<file path="config.mk">
export PLATFORM = sky130hd
export DESIGN_NAME = sensor_interrupt_flags_regmap
export DESIGN_NICKNAME = d
export VERILOG_FILES = /design/src/irq_flags_pkg.sv /design/src/flag_reg.sv /design/src/sensor_interrupt_flags_regmap.sv
export SDC_FILE = /design/constraint.sdc
export NUM_CORES = 1
export LEC_CHECK = 0
export BUFFER_PORTS_ARGS = -buffer_cell sky130_fd_sc_hd__buf_2
export CAP_MARGIN = 20
export CORE_MARGIN = 5
export CORE_UTILIZATION = 58
export CTS_CLUSTER_SIZE = 20
export DETAILED_ROUTE_END_ITERATION = 7
export MAX_ROUTING_LAYER = met4
export PLACE_DENSITY = 0.85
export SLEW_MARGIN = 0
export SYNTH_ARGS = -nofsm -noshare
export SYNTH_HDL_FRONTEND = slang
export SYNTH_SLANG_ARGS = --single-unit
</file>
<file path="constraint.sdc">
create_clock -name clk -period 3 [get_ports clk]
set_input_delay 0.15 -clock clk [delete_from_list [all_inputs] [get_ports clk]]
set_output_delay 0.15 -clock clk [all_outputs]
set_load 0.005 [all_outputs]
</file>
<file path="src/irq_flags_pkg.sv">
package irq_flags_pkg;

    // register offsets
    localparam logic [7:0] OFS_FLAGS_PRI     = 8'h00;
    localparam logic [7:0] OFS_FLAGS_SEC     = 8'h01;
    localparam logic [7:0] OFS_MASK_PRI      = 8'h02;
    localparam logic [7:0] OFS_MASK_SEC      = 8'h03;
    localparam logic [7:0] OFS_WR_INDEX      = 8'h04;
    localparam logic [7:0] OFS_LOST_COUNT    = 8'h05;
    localparam logic [7:0] OFS_RD_INDEX      = 8'h06;
    localparam logic [7:0] OFS_STORE_PORT    = 8'h07;
    localparam logic [7:0] OFS_STORE_CFG     = 8'h08;
    localparam logic [7:0] OFS_MODE_CFG      = 8'h09;
    localparam logic [7:0] OFS_OXI_CFG       = 8'h0a;
    localparam logic [7:0] OFS_EMIT1         = 8'h0c;
    localparam logic [7:0] OFS_EMIT2         = 8'h0d;
    localparam logic [7:0] OFS_EMIT_PROX     = 8'h10;
    localparam logic [7:0] OFS_SLOT_LO       = 8'h11;
    localparam logic [7:0] OFS_SLOT_HI       = 8'h12;
    localparam logic [7:0] OFS_TEMP_WHOLE    = 8'h1f;
    localparam logic [7:0] OFS_TEMP_FRAC     = 8'h20;
    localparam logic [7:0] OFS_TEMP_CFG      = 8'h21;
    localparam logic [7:0] OFS_PROX_THRESH   = 8'h30;
    localparam logic [7:0] OFS_REVISION      = 8'hfe;
    localparam logic [7:0] OFS_IDENT         = 8'hff;

    // field positions
    localparam int BIT_ALMOST_FULL  = 7;
    localparam int BIT_NEW_SAMPLE   = 6;
    localparam int BIT_AMB_OVF      = 5;
    localparam int BIT_PROX_HIT     = 4;
    localparam int BIT_SUPPLY_GOOD  = 0;
    localparam int BIT_TEMP_READY   = 1;

    // values after reset and fixed constants
    localparam logic [7:0] RST_REG          = 8'h00;
    localparam logic [7:0] RST_FLAGS_PRI    = 8'h01; // supply rise at reset counts as power ready
    localparam logic [7:0] REVISION_VALUE   = 8'h01; // arbitrary value
    localparam logic [7:0] IDENT_VALUE      = 8'h5a; // arbitrary value
    localparam logic [5:0] STORE_DEPTH      = 6'h20;

    // measurement modes
    localparam logic [2:0] MODE_HEART       = 3'h2;
    localparam logic [2:0] MODE_OXI         = 3'h3;
    localparam logic [2:0] MODE_MULTI       = 3'h7;

    // register access from the serial front end
    typedef struct packed {
        logic       rd;
        logic       wr;
        logic [7:0] addr;
        logic [7:0] wdata;
    } reg_req_t;

    // events from the measurement datapaths
    typedef struct packed {
        logic       sample_push;
        logic       amb_limit;
        logic       prox_reading;
        logic [7:0] ir_count_hi;
        logic       supply_above_lockout;
        logic       temp_done;
    } sensor_evt_t;

endpackage : irq_flags_pkg

</file>
<file path="src/flag_reg.sv">
// one sticky flag: set beats clear, reset loads rst_val
module flag_reg
(
    // clock and reset
    input  wire logic clk,
    input  wire logic rst,
    input  wire logic rst_val,
    // control
    input  wire logic set,
    input  wire logic clr,
    // state
    output logic      flag
);
    // a set in the same cycle as a clear is kept
    always_ff @(posedge clk)
    begin
        if (rst)
            flag <= rst_val;
        else if (set)
            flag <= 1'b1;
        else if (clr)
            flag <= 1'b0;
    end
endmodule : flag_reg

</file>
<file path="src/sensor_interrupt_flags_regmap.sv">
module sensor_interrupt_flags_regmap
(
    // clock and reset
    input  wire logic                       clk,
    input  wire logic                       rst,
    // register access
    input  wire irq_flags_pkg::reg_req_t    req,
    output logic [7:0]                      rdata,
    // store port byte supplied by the sample store, then the temperature readings
    input  wire logic [7:0]                 store_byte,
    input  wire logic [7:0]                 temp_whole_in,
    input  wire logic [3:0]                 temp_frac_in,
    // datapath events
    input  wire irq_flags_pkg::sensor_evt_t evt,
    // interrupt pin, open drain
    input  wire logic                       irq_pin_in,
    output logic                            irq_pin_out,
    output logic                            irq_pin_oe,
    // configuration to other units
    output logic [2:0]                      mode,
    output logic [7:0]                      wr_index,
    output logic [7:0]                      rd_index
);
    import irq_flags_pkg::*;

    typedef enum logic [1:0] {
        PH_PROXIMITY = 2'b01,
        PH_MEASURE   = 2'b10
    } phase_t;

    logic [7:0] mask_pri_reg;
    logic [7:0] mask_sec_reg;
    logic [7:0] wr_index_reg;
    logic [7:0] lost_reg;
    logic [7:0] rd_index_reg;
    logic [7:0] store_cfg_reg;
    logic [7:0] mode_cfg_reg;
    logic [7:0] oxi_cfg_reg;
    logic [7:0] emit1_reg;
    logic [7:0] emit2_reg;
    logic [7:0] emit_prox_reg;
    logic [7:0] slot_lo_reg;
    logic [7:0] slot_hi_reg;
    logic [7:0] prox_thresh_reg;
    logic [7:0] rdata_reg;
    logic [7:0] rdata_next;
    logic       supply_d_reg;
    logic [2:0] sync_reg;
    phase_t     phase_reg;
    phase_t     phase_next;

    // pin readback only feeds the echo check; a line stuck high on the board shows up there
    always_ff @(posedge clk)
    begin
        if (rst)
            sync_reg <= 3'h0;
        else
            sync_reg <= {sync_reg[1:0], irq_pin_in};
    end
    wire pin_low_seen = !sync_reg[2] && !sync_reg[1];

    // decode of register strobes
    function automatic logic hit(input reg_req_t r, input logic [7:0] a);
        return r.addr == a;
    endfunction : hit

    wire rd_pri   = req.rd && hit(req, OFS_FLAGS_PRI);
    wire rd_sec   = req.rd && hit(req, OFS_FLAGS_SEC);
    wire rd_port  = req.rd && hit(req, OFS_STORE_PORT);
    wire rd_frac  = req.rd && hit(req, OFS_TEMP_FRAC);
    wire wr_mode  = req.wr && hit(req, OFS_MODE_CFG);
    wire measure_mode = (mode_cfg_reg[2:0] == MODE_HEART) || (mode_cfg_reg[2:0] == MODE_OXI)
                        || (mode_cfg_reg[2:0] == MODE_MULTI);

    // free slots: depth minus the occupancy between the indices
    wire [4:0] used_slots = 5'(wr_index_reg[4:0] - rd_index_reg[4:0]);
    wire [5:0] free_slots = 6'(STORE_DEPTH - {1'b0, used_slots});
    wire       almost_full_hit = measure_mode && evt.sample_push
                                 && (free_slots == {2'h0, store_cfg_reg[3:0]} + 6'h1);

    // proximity phase: a mode write re-arms it while the proximity mask is on
    wire prox_reach = (phase_reg == PH_PROXIMITY) && measure_mode && evt.prox_reading
                      && (evt.ir_count_hi >= prox_thresh_reg);
    always_comb
    begin
        phase_next = phase_reg;
        unique case (phase_reg)
            PH_PROXIMITY: if (prox_reach) phase_next = PH_MEASURE;
            PH_MEASURE:   phase_next = PH_MEASURE;
        endcase
        // any mode write restarts the phase, even when the value is unchanged
        if (wr_mode)
            phase_next = mask_pri_reg[BIT_PROX_HIT] ? PH_PROXIMITY : PH_MEASURE;
    end

    always_ff @(posedge clk)
    begin
        if (rst)
            phase_reg <= PH_MEASURE;
        else
            phase_reg <= phase_next;
    end

    // supply rising edge detector
    always_ff @(posedge clk)
    begin
        if (rst)
            supply_d_reg <= 1'b1;
        else
            supply_d_reg <= evt.supply_above_lockout;
    end
    wire supply_rise = evt.supply_above_lockout && !supply_d_reg;

    // sticky flags; reading the primary register zeroes all its bits
    logic f_full, f_new, f_amb, f_prox, f_pwr, f_temp;
    flag_reg u_full (.clk(clk), .rst(rst), .rst_val(1'b0), .set(almost_full_hit),
                     .clr(rd_pri), .flag(f_full));
    flag_reg u_new  (.clk(clk), .rst(rst), .rst_val(1'b0), .set(measure_mode && evt.sample_push),
                     .clr(rd_pri || rd_port), .flag(f_new));
    flag_reg u_amb  (.clk(clk), .rst(rst), .rst_val(1'b0), .set(evt.amb_limit),
                     .clr(rd_pri), .flag(f_amb));
    flag_reg u_prox (.clk(clk), .rst(rst), .rst_val(1'b0), .set(prox_reach),
                     .clr(rd_pri), .flag(f_prox));
    flag_reg u_pwr  (.clk(clk), .rst(rst), .rst_val(RST_FLAGS_PRI[BIT_SUPPLY_GOOD]), .set(supply_rise),
                     .clr(rd_pri), .flag(f_pwr));
    flag_reg u_temp (.clk(clk), .rst(rst), .rst_val(1'b0), .set(evt.temp_done),
                     .clr(rd_sec || rd_frac), .flag(f_temp));

    wire [7:0] flags_pri = {f_full, f_new, f_amb, f_prox, 3'h0, f_pwr};
    wire [7:0] flags_sec = {6'h0, f_temp, 1'b0};

    // pin low while an enabled flag or power-ready is pending
    wire irq_active = |(flags_pri & mask_pri_reg) || f_pwr
                      || (f_temp && mask_sec_reg[BIT_TEMP_READY]);
    assign irq_pin_out = 1'b0;
    assign irq_pin_oe  = irq_active;

    // writable registers; masks reset disabled, unused mask bits held zero
    always_ff @(posedge clk)
    begin
        if (rst)
        begin
            mask_pri_reg    <= RST_REG;
            mask_sec_reg    <= RST_REG;
            store_cfg_reg   <= RST_REG;
            mode_cfg_reg    <= RST_REG;
            oxi_cfg_reg     <= RST_REG;
            emit1_reg       <= RST_REG;
            emit2_reg       <= RST_REG;
            emit_prox_reg   <= RST_REG;
            slot_lo_reg     <= RST_REG;
            slot_hi_reg     <= RST_REG;
            prox_thresh_reg <= RST_REG;
        end
        else if (req.wr)
        begin
            if (hit(req, OFS_MASK_PRI))    mask_pri_reg    <= {req.wdata[7:4], 4'h0};
            if (hit(req, OFS_MASK_SEC))    mask_sec_reg    <= {6'h0, req.wdata[1], 1'b0};
            if (hit(req, OFS_STORE_CFG))   store_cfg_reg   <= req.wdata;
            if (wr_mode)                   mode_cfg_reg    <= req.wdata;
            if (hit(req, OFS_OXI_CFG))     oxi_cfg_reg     <= {1'b0, req.wdata[6:0]};
            if (hit(req, OFS_EMIT1))       emit1_reg       <= req.wdata;
            if (hit(req, OFS_EMIT2))       emit2_reg       <= req.wdata;
            if (hit(req, OFS_EMIT_PROX))   emit_prox_reg   <= req.wdata;
            if (hit(req, OFS_SLOT_LO))     slot_lo_reg     <= req.wdata;
            if (hit(req, OFS_SLOT_HI))     slot_hi_reg     <= req.wdata;
            if (hit(req, OFS_PROX_THRESH)) prox_thresh_reg <= req.wdata;
        end
    end

    // store indices: host writes win, pushes advance the write index, read index moves only on host writes, lost count saturates at 0xf
    always_ff @(posedge clk)
    begin
        if (rst)
        begin
            wr_index_reg <= RST_REG;
            rd_index_reg <= RST_REG;
            lost_reg     <= RST_REG;
        end
        else
        begin
            if (req.wr && hit(req, OFS_WR_INDEX))
                wr_index_reg <= {3'h0, req.wdata[4:0]};
            else if (evt.sample_push && used_slots != 5'h1f)
                wr_index_reg <= {3'h0, 5'(wr_index_reg[4:0] + 5'h1)};
            if (req.wr && hit(req, OFS_RD_INDEX))
                rd_index_reg <= {3'h0, req.wdata[4:0]};
            if (req.wr && hit(req, OFS_LOST_COUNT))
                lost_reg <= {3'h0, req.wdata[4:0]};
            else if (evt.sample_push && used_slots == 5'h1f && lost_reg != 8'h0f)
                lost_reg <= 8'(lost_reg + 8'h01);
        end
    end

    // read mux
    always_comb
    begin
        unique case (req.addr)
            OFS_FLAGS_PRI:   rdata_next = flags_pri;
            OFS_FLAGS_SEC:   rdata_next = flags_sec;
            OFS_MASK_PRI:    rdata_next = mask_pri_reg;
            OFS_MASK_SEC:    rdata_next = mask_sec_reg;
            OFS_WR_INDEX:    rdata_next = wr_index_reg;
            OFS_LOST_COUNT:  rdata_next = lost_reg;
            OFS_RD_INDEX:    rdata_next = rd_index_reg;
            OFS_STORE_PORT:  rdata_next = store_byte;
            OFS_STORE_CFG:   rdata_next = store_cfg_reg;
            OFS_MODE_CFG:    rdata_next = mode_cfg_reg;
            OFS_OXI_CFG:     rdata_next = oxi_cfg_reg;
            OFS_EMIT1:       rdata_next = emit1_reg;
            OFS_EMIT2:       rdata_next = emit2_reg;
            OFS_EMIT_PROX:   rdata_next = emit_prox_reg;
            OFS_SLOT_LO:     rdata_next = slot_lo_reg;
            OFS_SLOT_HI:     rdata_next = slot_hi_reg;
            OFS_TEMP_WHOLE:  rdata_next = temp_whole_in;
            OFS_TEMP_FRAC:   rdata_next = {4'h0, temp_frac_in};
            OFS_PROX_THRESH: rdata_next = prox_thresh_reg;
            OFS_REVISION:    rdata_next = REVISION_VALUE;
            OFS_IDENT:       rdata_next = IDENT_VALUE;
            default:         rdata_next = 8'h00;
        endcase
    end

    always_ff @(posedge clk)
    begin
        if (rst)
            rdata_reg <= RST_REG;
        else if (req.rd)
            rdata_reg <= rdata_next;
    end

    assign rdata    = rdata_reg;
    assign mode     = mode_cfg_reg[2:0];
    assign wr_index = wr_index_reg;
    assign rd_index = rd_index_reg;

    // checks
    property p_pin_on_pwr;
        @(posedge clk) disable iff (rst) f_pwr |-> irq_pin_oe;
    endproperty
    a_pin_on_pwr: assert property (p_pin_on_pwr) else $error("pin not low with power ready");

    property p_pri_clear;
        @(posedge clk) disable iff (rst)
        (rd_pri && !almost_full_hit && !evt.amb_limit && !prox_reach && !supply_rise
         && !(measure_mode && evt.sample_push)) |=> (flags_pri == 8'h00);
    endproperty
    a_pri_clear: assert property (p_pri_clear) else $error("primary flags not zeroed");

    property p_temp_set;
        @(posedge clk) disable iff (rst) evt.temp_done |=> f_temp;
    endproperty
    a_temp_set: assert property (p_temp_set) else $error("temp flag not set");

    property p_temp_clr;
        @(posedge clk) disable iff (rst) (rd_frac && !evt.temp_done) |=> !f_temp;
    endproperty
    a_temp_clr: assert property (p_temp_clr) else $error("temp flag not cleared");

    property p_new_port;
        @(posedge clk) disable iff (rst) (rd_port && !evt.sample_push) |=> !f_new;
    endproperty
    a_new_port: assert property (p_new_port) else $error("sample flag not cleared");

    property p_amb_set;
        @(posedge clk) disable iff (rst) evt.amb_limit |=> f_amb;
    endproperty
    a_amb_set: assert property (p_amb_set) else $error("ambient flag not set");

    property p_pwr_rise;
        @(posedge clk) disable iff (rst) $rose(evt.supply_above_lockout) |=> f_pwr;
    endproperty
    a_pwr_rise: assert property (p_pwr_rise) else $error("power flag missed");

    property p_pin_hold;
        @(posedge clk) disable iff (rst) (irq_pin_oe && !rd_pri && !rd_sec && !rd_port && !rd_frac
                                          && !req.wr) |=> irq_pin_oe;
    endproperty
    a_pin_hold: assert property (p_pin_hold) else $error("pin released early");

    property p_ident;
        @(posedge clk) disable iff (rst) (req.rd && hit(req, OFS_IDENT)) |=> rdata == IDENT_VALUE;
    endproperty
    a_ident: assert property (p_ident) else $error("identifier wrong");

    // a pin held low for three cycles must reach the end of the readback filter
    property p_pin_echo;
        @(posedge clk) disable iff (rst) irq_pin_oe [*3] |=> pin_low_seen;
    endproperty
    a_pin_echo: assert property (p_pin_echo) else $error("pin readback not low");
endmodule : sensor_interrupt_flags_regmap

</file>
# After elaboration in Yosys (flattened, before gate mapping)
# Cells that the tools add are included.
dict set report op_classes {
  addsub 5
  n_bitwise 1
  eq_ne 30
  n_lt_le_gt_ge 1
  n_reduce_logical 47
  mux 17
}
# cell n
set ops {}
lappend ops {{8-bit case mux with 21 select lines} 1}
lappend ops {{8-bit by 4-bit equality test with 1-bit output, second input constant} 5}
lappend ops {{8-bit by 3-bit equality test with 1-bit output, second input constant} 4}
lappend ops {{8-bit by 5-bit equality test with 1-bit output, second input constant} 4}
lappend ops {{2-bit AND reduction} 11}
lappend ops {{5-bit two-way mux} 4}
lappend ops {{1-bit logical AND} 18}
lappend ops {{8-bit by 2-bit equality test with 1-bit output, second input constant} 2}
lappend ops {{8-bit by 6-bit equality test with 1-bit output, second input constant} 2}
lappend ops {{8-bit equality test, second input constant} 2}
lappend ops {{2-bit nonzero test} 7}
lappend ops {{8-bit by 1-bit adder with 8-bit output, second input constant} 1}
lappend ops {{8-bit AND} 1}
lappend ops {{8-bit by 1-bit equality test with 1-bit output, second input constant} 1}
lappend ops {{8-bit >= comparator} 1}
lappend ops {{8-bit logical NOT} 1}
lappend ops {{1-bit two-way mux} 8}
lappend ops {{8-bit by 4-bit inequality test with 1-bit output, second input constant} 1}
lappend ops {{8-bit OR reduction} 1}
lappend ops {{3-bit by 2-bit equality test with 1-bit output, second input constant} 2}
lappend ops {{6-bit by 5-bit equality test with 1-bit output} 1}
lappend ops {{1-bit logical OR} 6}
lappend ops {{2-bit two-way mux} 3}
lappend ops {{6-bit by 5-bit subtractor with 6-bit output, first input constant} 1}
lappend ops {{other kinds (12)} 13}
dict set report totals {
  output_inout_bits 29
  inputBits 54
  ff_bits 111
  word_cells 125
}

# Logic depth before layout (Yosys ltp)
dict set report logic_depth {
  ltp_word 9
  depth_mapped 11
  depth_no_buf 10
}

# Modules after synthesis
# From an unflattened synthesis, not the netlist that was laid out.
dict set report unflattened {
  hier_cells 803
  hier_area_um2 6408.6
}
# module n_inst area_each_um2 cells_each
set modules_own_cells {}
lappend modules_own_cells {sensor_interrupt_flags_regmap 1 6123.4 785}
lappend modules_own_cells {flag_reg 6 47.5 3}

# Worst setup path after synthesis
# No wires, ideal clock.
dict set report synth_timing {
  path_kind {reg-to-reg}
  from {reg wr_index_reg[0], in the netlist wr_index[0]}
  to {reg wr_index_reg[4], in the netlist wr_index[4]}
  arrival_time_ns 2.501
  period_less_slack_ns 2.587
  path_buffers 0
  path_slack_ns 0.413
  setup_ns 0.086
  path_stages_with_launch 10
  required_time_ns 2.914
  path_cell_list {dfxtp_1 inv_1 ha_1 fa_1 xnor2_1 nand2_1 o41ai_2 nor3_1 xnor2_1 a211oi_1}
}
dict set report synth_via {
  elab_chain_cells 4
  elab_cells_between_ends 7
}
# item line_no
set synth_lines {}
lappend synth_lines {{start: declaration} sensor_interrupt_flags_regmap.sv:33} ;# logic [7:0] wr_index_reg;
lappend synth_lines {{start signal: assignment} sensor_interrupt_flags_regmap.sv:183} ;# wr_index_reg <= {3'h0, req.wdata[4:0]};
lappend synth_lines {{start signal: assignment} sensor_interrupt_flags_regmap.sv:185} ;# wr_index_reg <= {3'h0, 5'(wr_index_reg[4:0] + 5'h1)};
lappend synth_lines {{5-bit subtractor} sensor_interrupt_flags_regmap.sv:76} ;# wire [4:0] used_slots = 5'(wr_index_reg[4:0] - rd_index_reg[4:0]);
lappend synth_lines {{5-bit inequality test} sensor_interrupt_flags_regmap.sv:184} ;# else if (evt.sample_push && used_slots != 5'h1f)
lappend synth_lines {{1-bit logical AND} sensor_interrupt_flags_regmap.sv:184}
lappend synth_lines {{2-bit nonzero test (no source line)} n/a}
# Parallel ways exist; a longest one is shown, timed or not. The select of a mux whose other input is x is not followed.
# A chain may end at the register's enable or synchronous reset.

# Worst setup path after layout
dict set report layout_timing {
  from {reg wr_index_reg[0], in the netlist wr_index[0]}
  to {reg lost_reg[5]}
}
dict set report layout_via {
  elab_chain_cells 4
}
# item line_no
set layout_lines {}
lappend layout_lines {{5-bit subtractor} sensor_interrupt_flags_regmap.sv:76}
lappend layout_lines {{5-bit equality test} sensor_interrupt_flags_regmap.sv:190} ;# else if (evt.sample_push && used_slots == 5'h1f && lost_reg != 8'h0f)
lappend layout_lines {{1-bit logical AND (2 in a row)} sensor_interrupt_flags_regmap.sv:190}
lappend layout_lines {{end signal: assignment} sensor_interrupt_flags_regmap.sv:189} ;# lost_reg <= {3'h0, req.wdata[4:0]};
lappend layout_lines {{end signal: assignment} sensor_interrupt_flags_regmap.sv:191} ;# lost_reg <= 8'(lost_reg + 8'h01);
lappend layout_lines {{end: declaration} sensor_interrupt_flags_regmap.sv:34} ;# logic [7:0] lost_reg;
# No other way between the ends.

==> metrics.md <==
| Metric | Value |
|---|---|
| Static leakage | `about 2.7 nW` |
| Worst path max stage delay | `approximately 0.5 ns` |
| Final HPWL DP | `about 14000 µm` |
| Area of the core | `between 10000 and 15000 µm²` |
| Detailed Route WL | `19200 µm` |
| Finished Layout Cells | `around 930` |
| Vias | `around 5900` |
| Die area | `approximately 13000 µm²` |
| Die width | `113 µm` |
| CP cell instances | `inv_1, ha_1, fa_1, nor2b_1, o21a_1, o21ai_0, a2111oi_4, buf_4, nand4_1, xor2_1, nor3_1` |
| Clk_lat worst skew | `a little under 0.4 ns` |
| CTS Buf Count | `9` |
| Chip height | `around 110 µm` |
| Sw Ratio | `around 28%` |
| Final hold viol count | `0` |
| Root Buffer | `clkbuf_8` |
| CP arrival | `3.13 ns` |
| Yosys reg bits | `111` |
| Port Buffers | `74` |
| Top_reg_cell synth | `dfxtp_1` |
| CTS max path bufs | `2` |
| 1st-pass router iterations | `7` |
| CP Class | `reg -> reg` |
| Sequential share of power | `a little under three fifths` |
| Final GP Congestion | `1.03` |
| Critical path buffer and inverter count | `2` |
| FMAX | `between 300 and 400 MHz` |
| Max Cap Viol | `0` |
| Startpoint types | `flop` |
| Mapped Area | `between 6000 and 7000 µm²` |
| Drt drc | `0` |
| Slew @ Worst Pin | `between 0.7 and 0.8 ns` |
| Starting density of the core | `a little under 60%` |
| # diodes | `0` |
| Status | `finished clean` |
| Pwr Density | `roughly 400 nW/µm²` |
| Grt total ovfl | `0` |
| Largest delay share family, worst path | `compound AO/OA/AOI/OAI gates` |
| Share of layout cells above drive strength 1 | `16.1%` |
| Resized cells post-CTS | `0` |
| Syn Inst Count | `740` |
| Htree depth | `3` |
| Post-route minimum period | `about 2.8 ns` |
| Worst Slack Setup Final | `0.176 ns` |
| Max IR drop VDD | `between 0.0003 and 0.0004 V` |
| Initial antenna violation count | `0` |
| Psw | `between 700 and 800 µW` |
| Nets | `~860` |
| Skew final | `roughly 0.017 ns` |
| Critical path fanouts, max | `6` |
| Clk pwr share | `32.9%` |
| Routed vias/inst | `6.36` |
| Internal power | `just under 2 mW` |
| Cell row count | `37` |
| Asr flop ratio synth | `0%` |
| Post-placement cell count | `a little over 900` |
| Pin count of the biggest net entering global routing | `68` |
| Critical Path RT | `between 3 and 4 ns` |
| WL/cell | `a little over 20 µm` |
| Clk sinks | `~110` |
| EDFF count, synth | `0` |
| Average cell area after synthesis | `about 8.3 µm²` |
| First-pass GRT wire length | `about 30000 µm` |
| Hold crit path type | `in -> reg` |
| Post-synth cell types | `65` |
| Yosys warning total | `0` |
| Register area share after synthesis | `36.2%` |
| Worst Setup End Kind | `flop` |
| Fin crit share | `between 90 and 100%` |
| Clk pin slew, worst setup/hold paths | `0.12 ns` |
| # setup viols final | `0` |
| Worst slew margin | `51.1%` |
| Core Util, Final | `between 60% and 70%` |
| Worst path slowest cell | `a2111oi_4` |
| Area delta synth->final | `10.0%` |
| Drt initial violations | `around 800` |
| Final ANT Viol Nets | `0` |
| Total routing usage reported by global routing | `~30%` |
| Slew Limit Fails | `0` |
| Vias in the first global route | `around 5500` |
| IO Count | `83` |
| Comb power frac | `a little under an eighth` |
| CTS tree | `done` |
| Setup tns final | `0 ns` |
| Placement Setup Slack | `0.174 ns` |
worst reg2reg max path, stage by stage, from the launching register on:
cell       delay, ns
dfxtp_1         0.37
inv_1           0.11
ha_1            0.24
fa_1            0.41
nor2b_1         0.19
o21a_1          0.16
o21ai_0         0.16
a2111oi_4       0.51
buf_4           0.20
nand4_1         0.10
xor2_1          0.17
nor3_1          0.13
synth_stat cells, types with 3 or more instances:
master    instances  area share (%)
a211oi_1         13             1.6
a21o_1            6            0.73
a21oi_1          55             4.5
a221oi_1          5            0.71
a22o_1            4            0.57
a22oi_1          28             3.4
a32oi_1           3            0.43
and3_1           10             1.0
buf_2             6            0.49
buf_4            11             1.3
buf_6             3            0.55
clkbuf_1         39             2.4
dfxtp_1         111              36
ha_1             17             3.5
inv_1            24             1.5
mux2_2            4            0.73
mux2i_1          58             9.5
nand2_1          80             4.9
nand2b_1          4            0.41
nand3_1          30             2.4
nand3_2           4            0.65
nand3b_1          6            0.73
nand4_1           7            0.71
nor2_1           94             5.8
nor2b_1           7            0.71
nor3_1           14             1.1
nor4_1            5            0.51
o21ai_0          14             1.1
o21ai_1           6            0.49
o22ai_1           3            0.31
xnor2_1          12             1.7
xor2_1           12             1.7
repair_timing:
item,4_1_cts,5_1_grt
buffers inserted,0,2
hold buffers,3,0
hold endpoints to repair,4,0
setup endpoints to repair,0,4
power by group through the flow:
stage	clock [mW]	combinational, mW	sequential, mW
2_1_floorplan	0	0.195	1.53
3_3_place_gp	0	0.290	1.53
3_5_place_dp	0	0.299	1.53
4_1_cts	0.890	0.303	1.49
5_1_grt	0.945	0.331	1.50
6_report	0.884	0.311	1.49
cell type report:
type / count / area [µm²]
clock buffers: 11 / 141
multi-input cells: 551 / 3550
fillers: 863 / 3570
well taps: 136 / 170
flip-flops and latches: 111 / 2220
inverters: 24 / 90.1
repair buffers: 94 / 531
clock inverters: 5 / 46.3
cells by family after synthesis:
kind of cell,Yosys count,synth area share [%]
buffers and inverters,84,6.30
xor gates and xnor gates,24,3.43
AOI/OAI and AO/OA,163,18.1
DFF,111,36.2
and+or+nand+nor,276,21.6
other,1,0.0611
adders and majority gates,18,3.79
muxes,63,10.6
metal layers:
metal / routed length, µm / share of wire (%) / GRT usage [%] / vias up
met5: 0 / 0 / - / -
met4: 762 / 4.0 / 11.5 / 0
met3: 2040 / 11 / 6.74 / 60
met2: 8600 / 45 / 45.7 / 359
met1: 7750 / 40 / 40.3 / 2791
li1: - / - / - / 2714
path summary, 6_finish.rpt:
check / depth (start not counted) / to / slack (ns) / start
setup reg to reg: 11 / lost_reg[5]$_SDFFE_PP0P_ / 0.18 / wr_index[0]$_SDFFE_PP0P_
setup / recovery: 11 / lost_reg[5]$_SDFFE_PP0P_ / 0.18 / wr_index[0]$_SDFFE_PP0P_
hold / removal: 3 / u_prox.flag$_SDFFE_PP0P_ / 0.07 / evt[10]
hold reg to reg: 2 / emit_prox_reg[5]$_SDFFE_PP0P_ / 0.46 / emit_prox_reg[5]$_SDFFE_PP0P_
stage by stage:
step | power [mW] | area, µm² | hold slack, ns
CTS | 2.69 | 6730 | 0.0691
global route | 2.77 | 6750 | 0.0813
global placement | 1.82 | 6520 | 0.355
finish | 2.69 | 6750 | 0.0696
detailed placement | 1.83 | 6520 | 0.359
floorplan | 1.72 | 6160 | 0.257
cell usage in the layout (no fill, tap or decap), types with 3 or more instances in the layout:
cell           instances
nand4_1                7
a221oi_1               5
inv_6                  3
a22o_1                 4
and3_1                10
a21o_1                 6
mux2i_1               58
nand3_2                4
a22oi_1               28
nor2_1                94
buf_2                 73
o21ai_1                6
a32oi_1                3
xor2_1                12
nand3b_1               6
nor4_1                 5
nor3_1                14
mux2_2                 4
dlygate4sd3_1          3
inv_1                 24
buf_4                 18
o22ai_1                3
a211oi_1              13
nor2b_1                7
ha_1                  17
dfxtp_1              111
xnor2_1               12
nand3_1               30
nand2_1               80
a21oi_1               55
nand2b_1               4
conb_1                 7
o21ai_0               14
clkbuf_8              10
No activity file was read; power rests on OpenSTA's default activity.
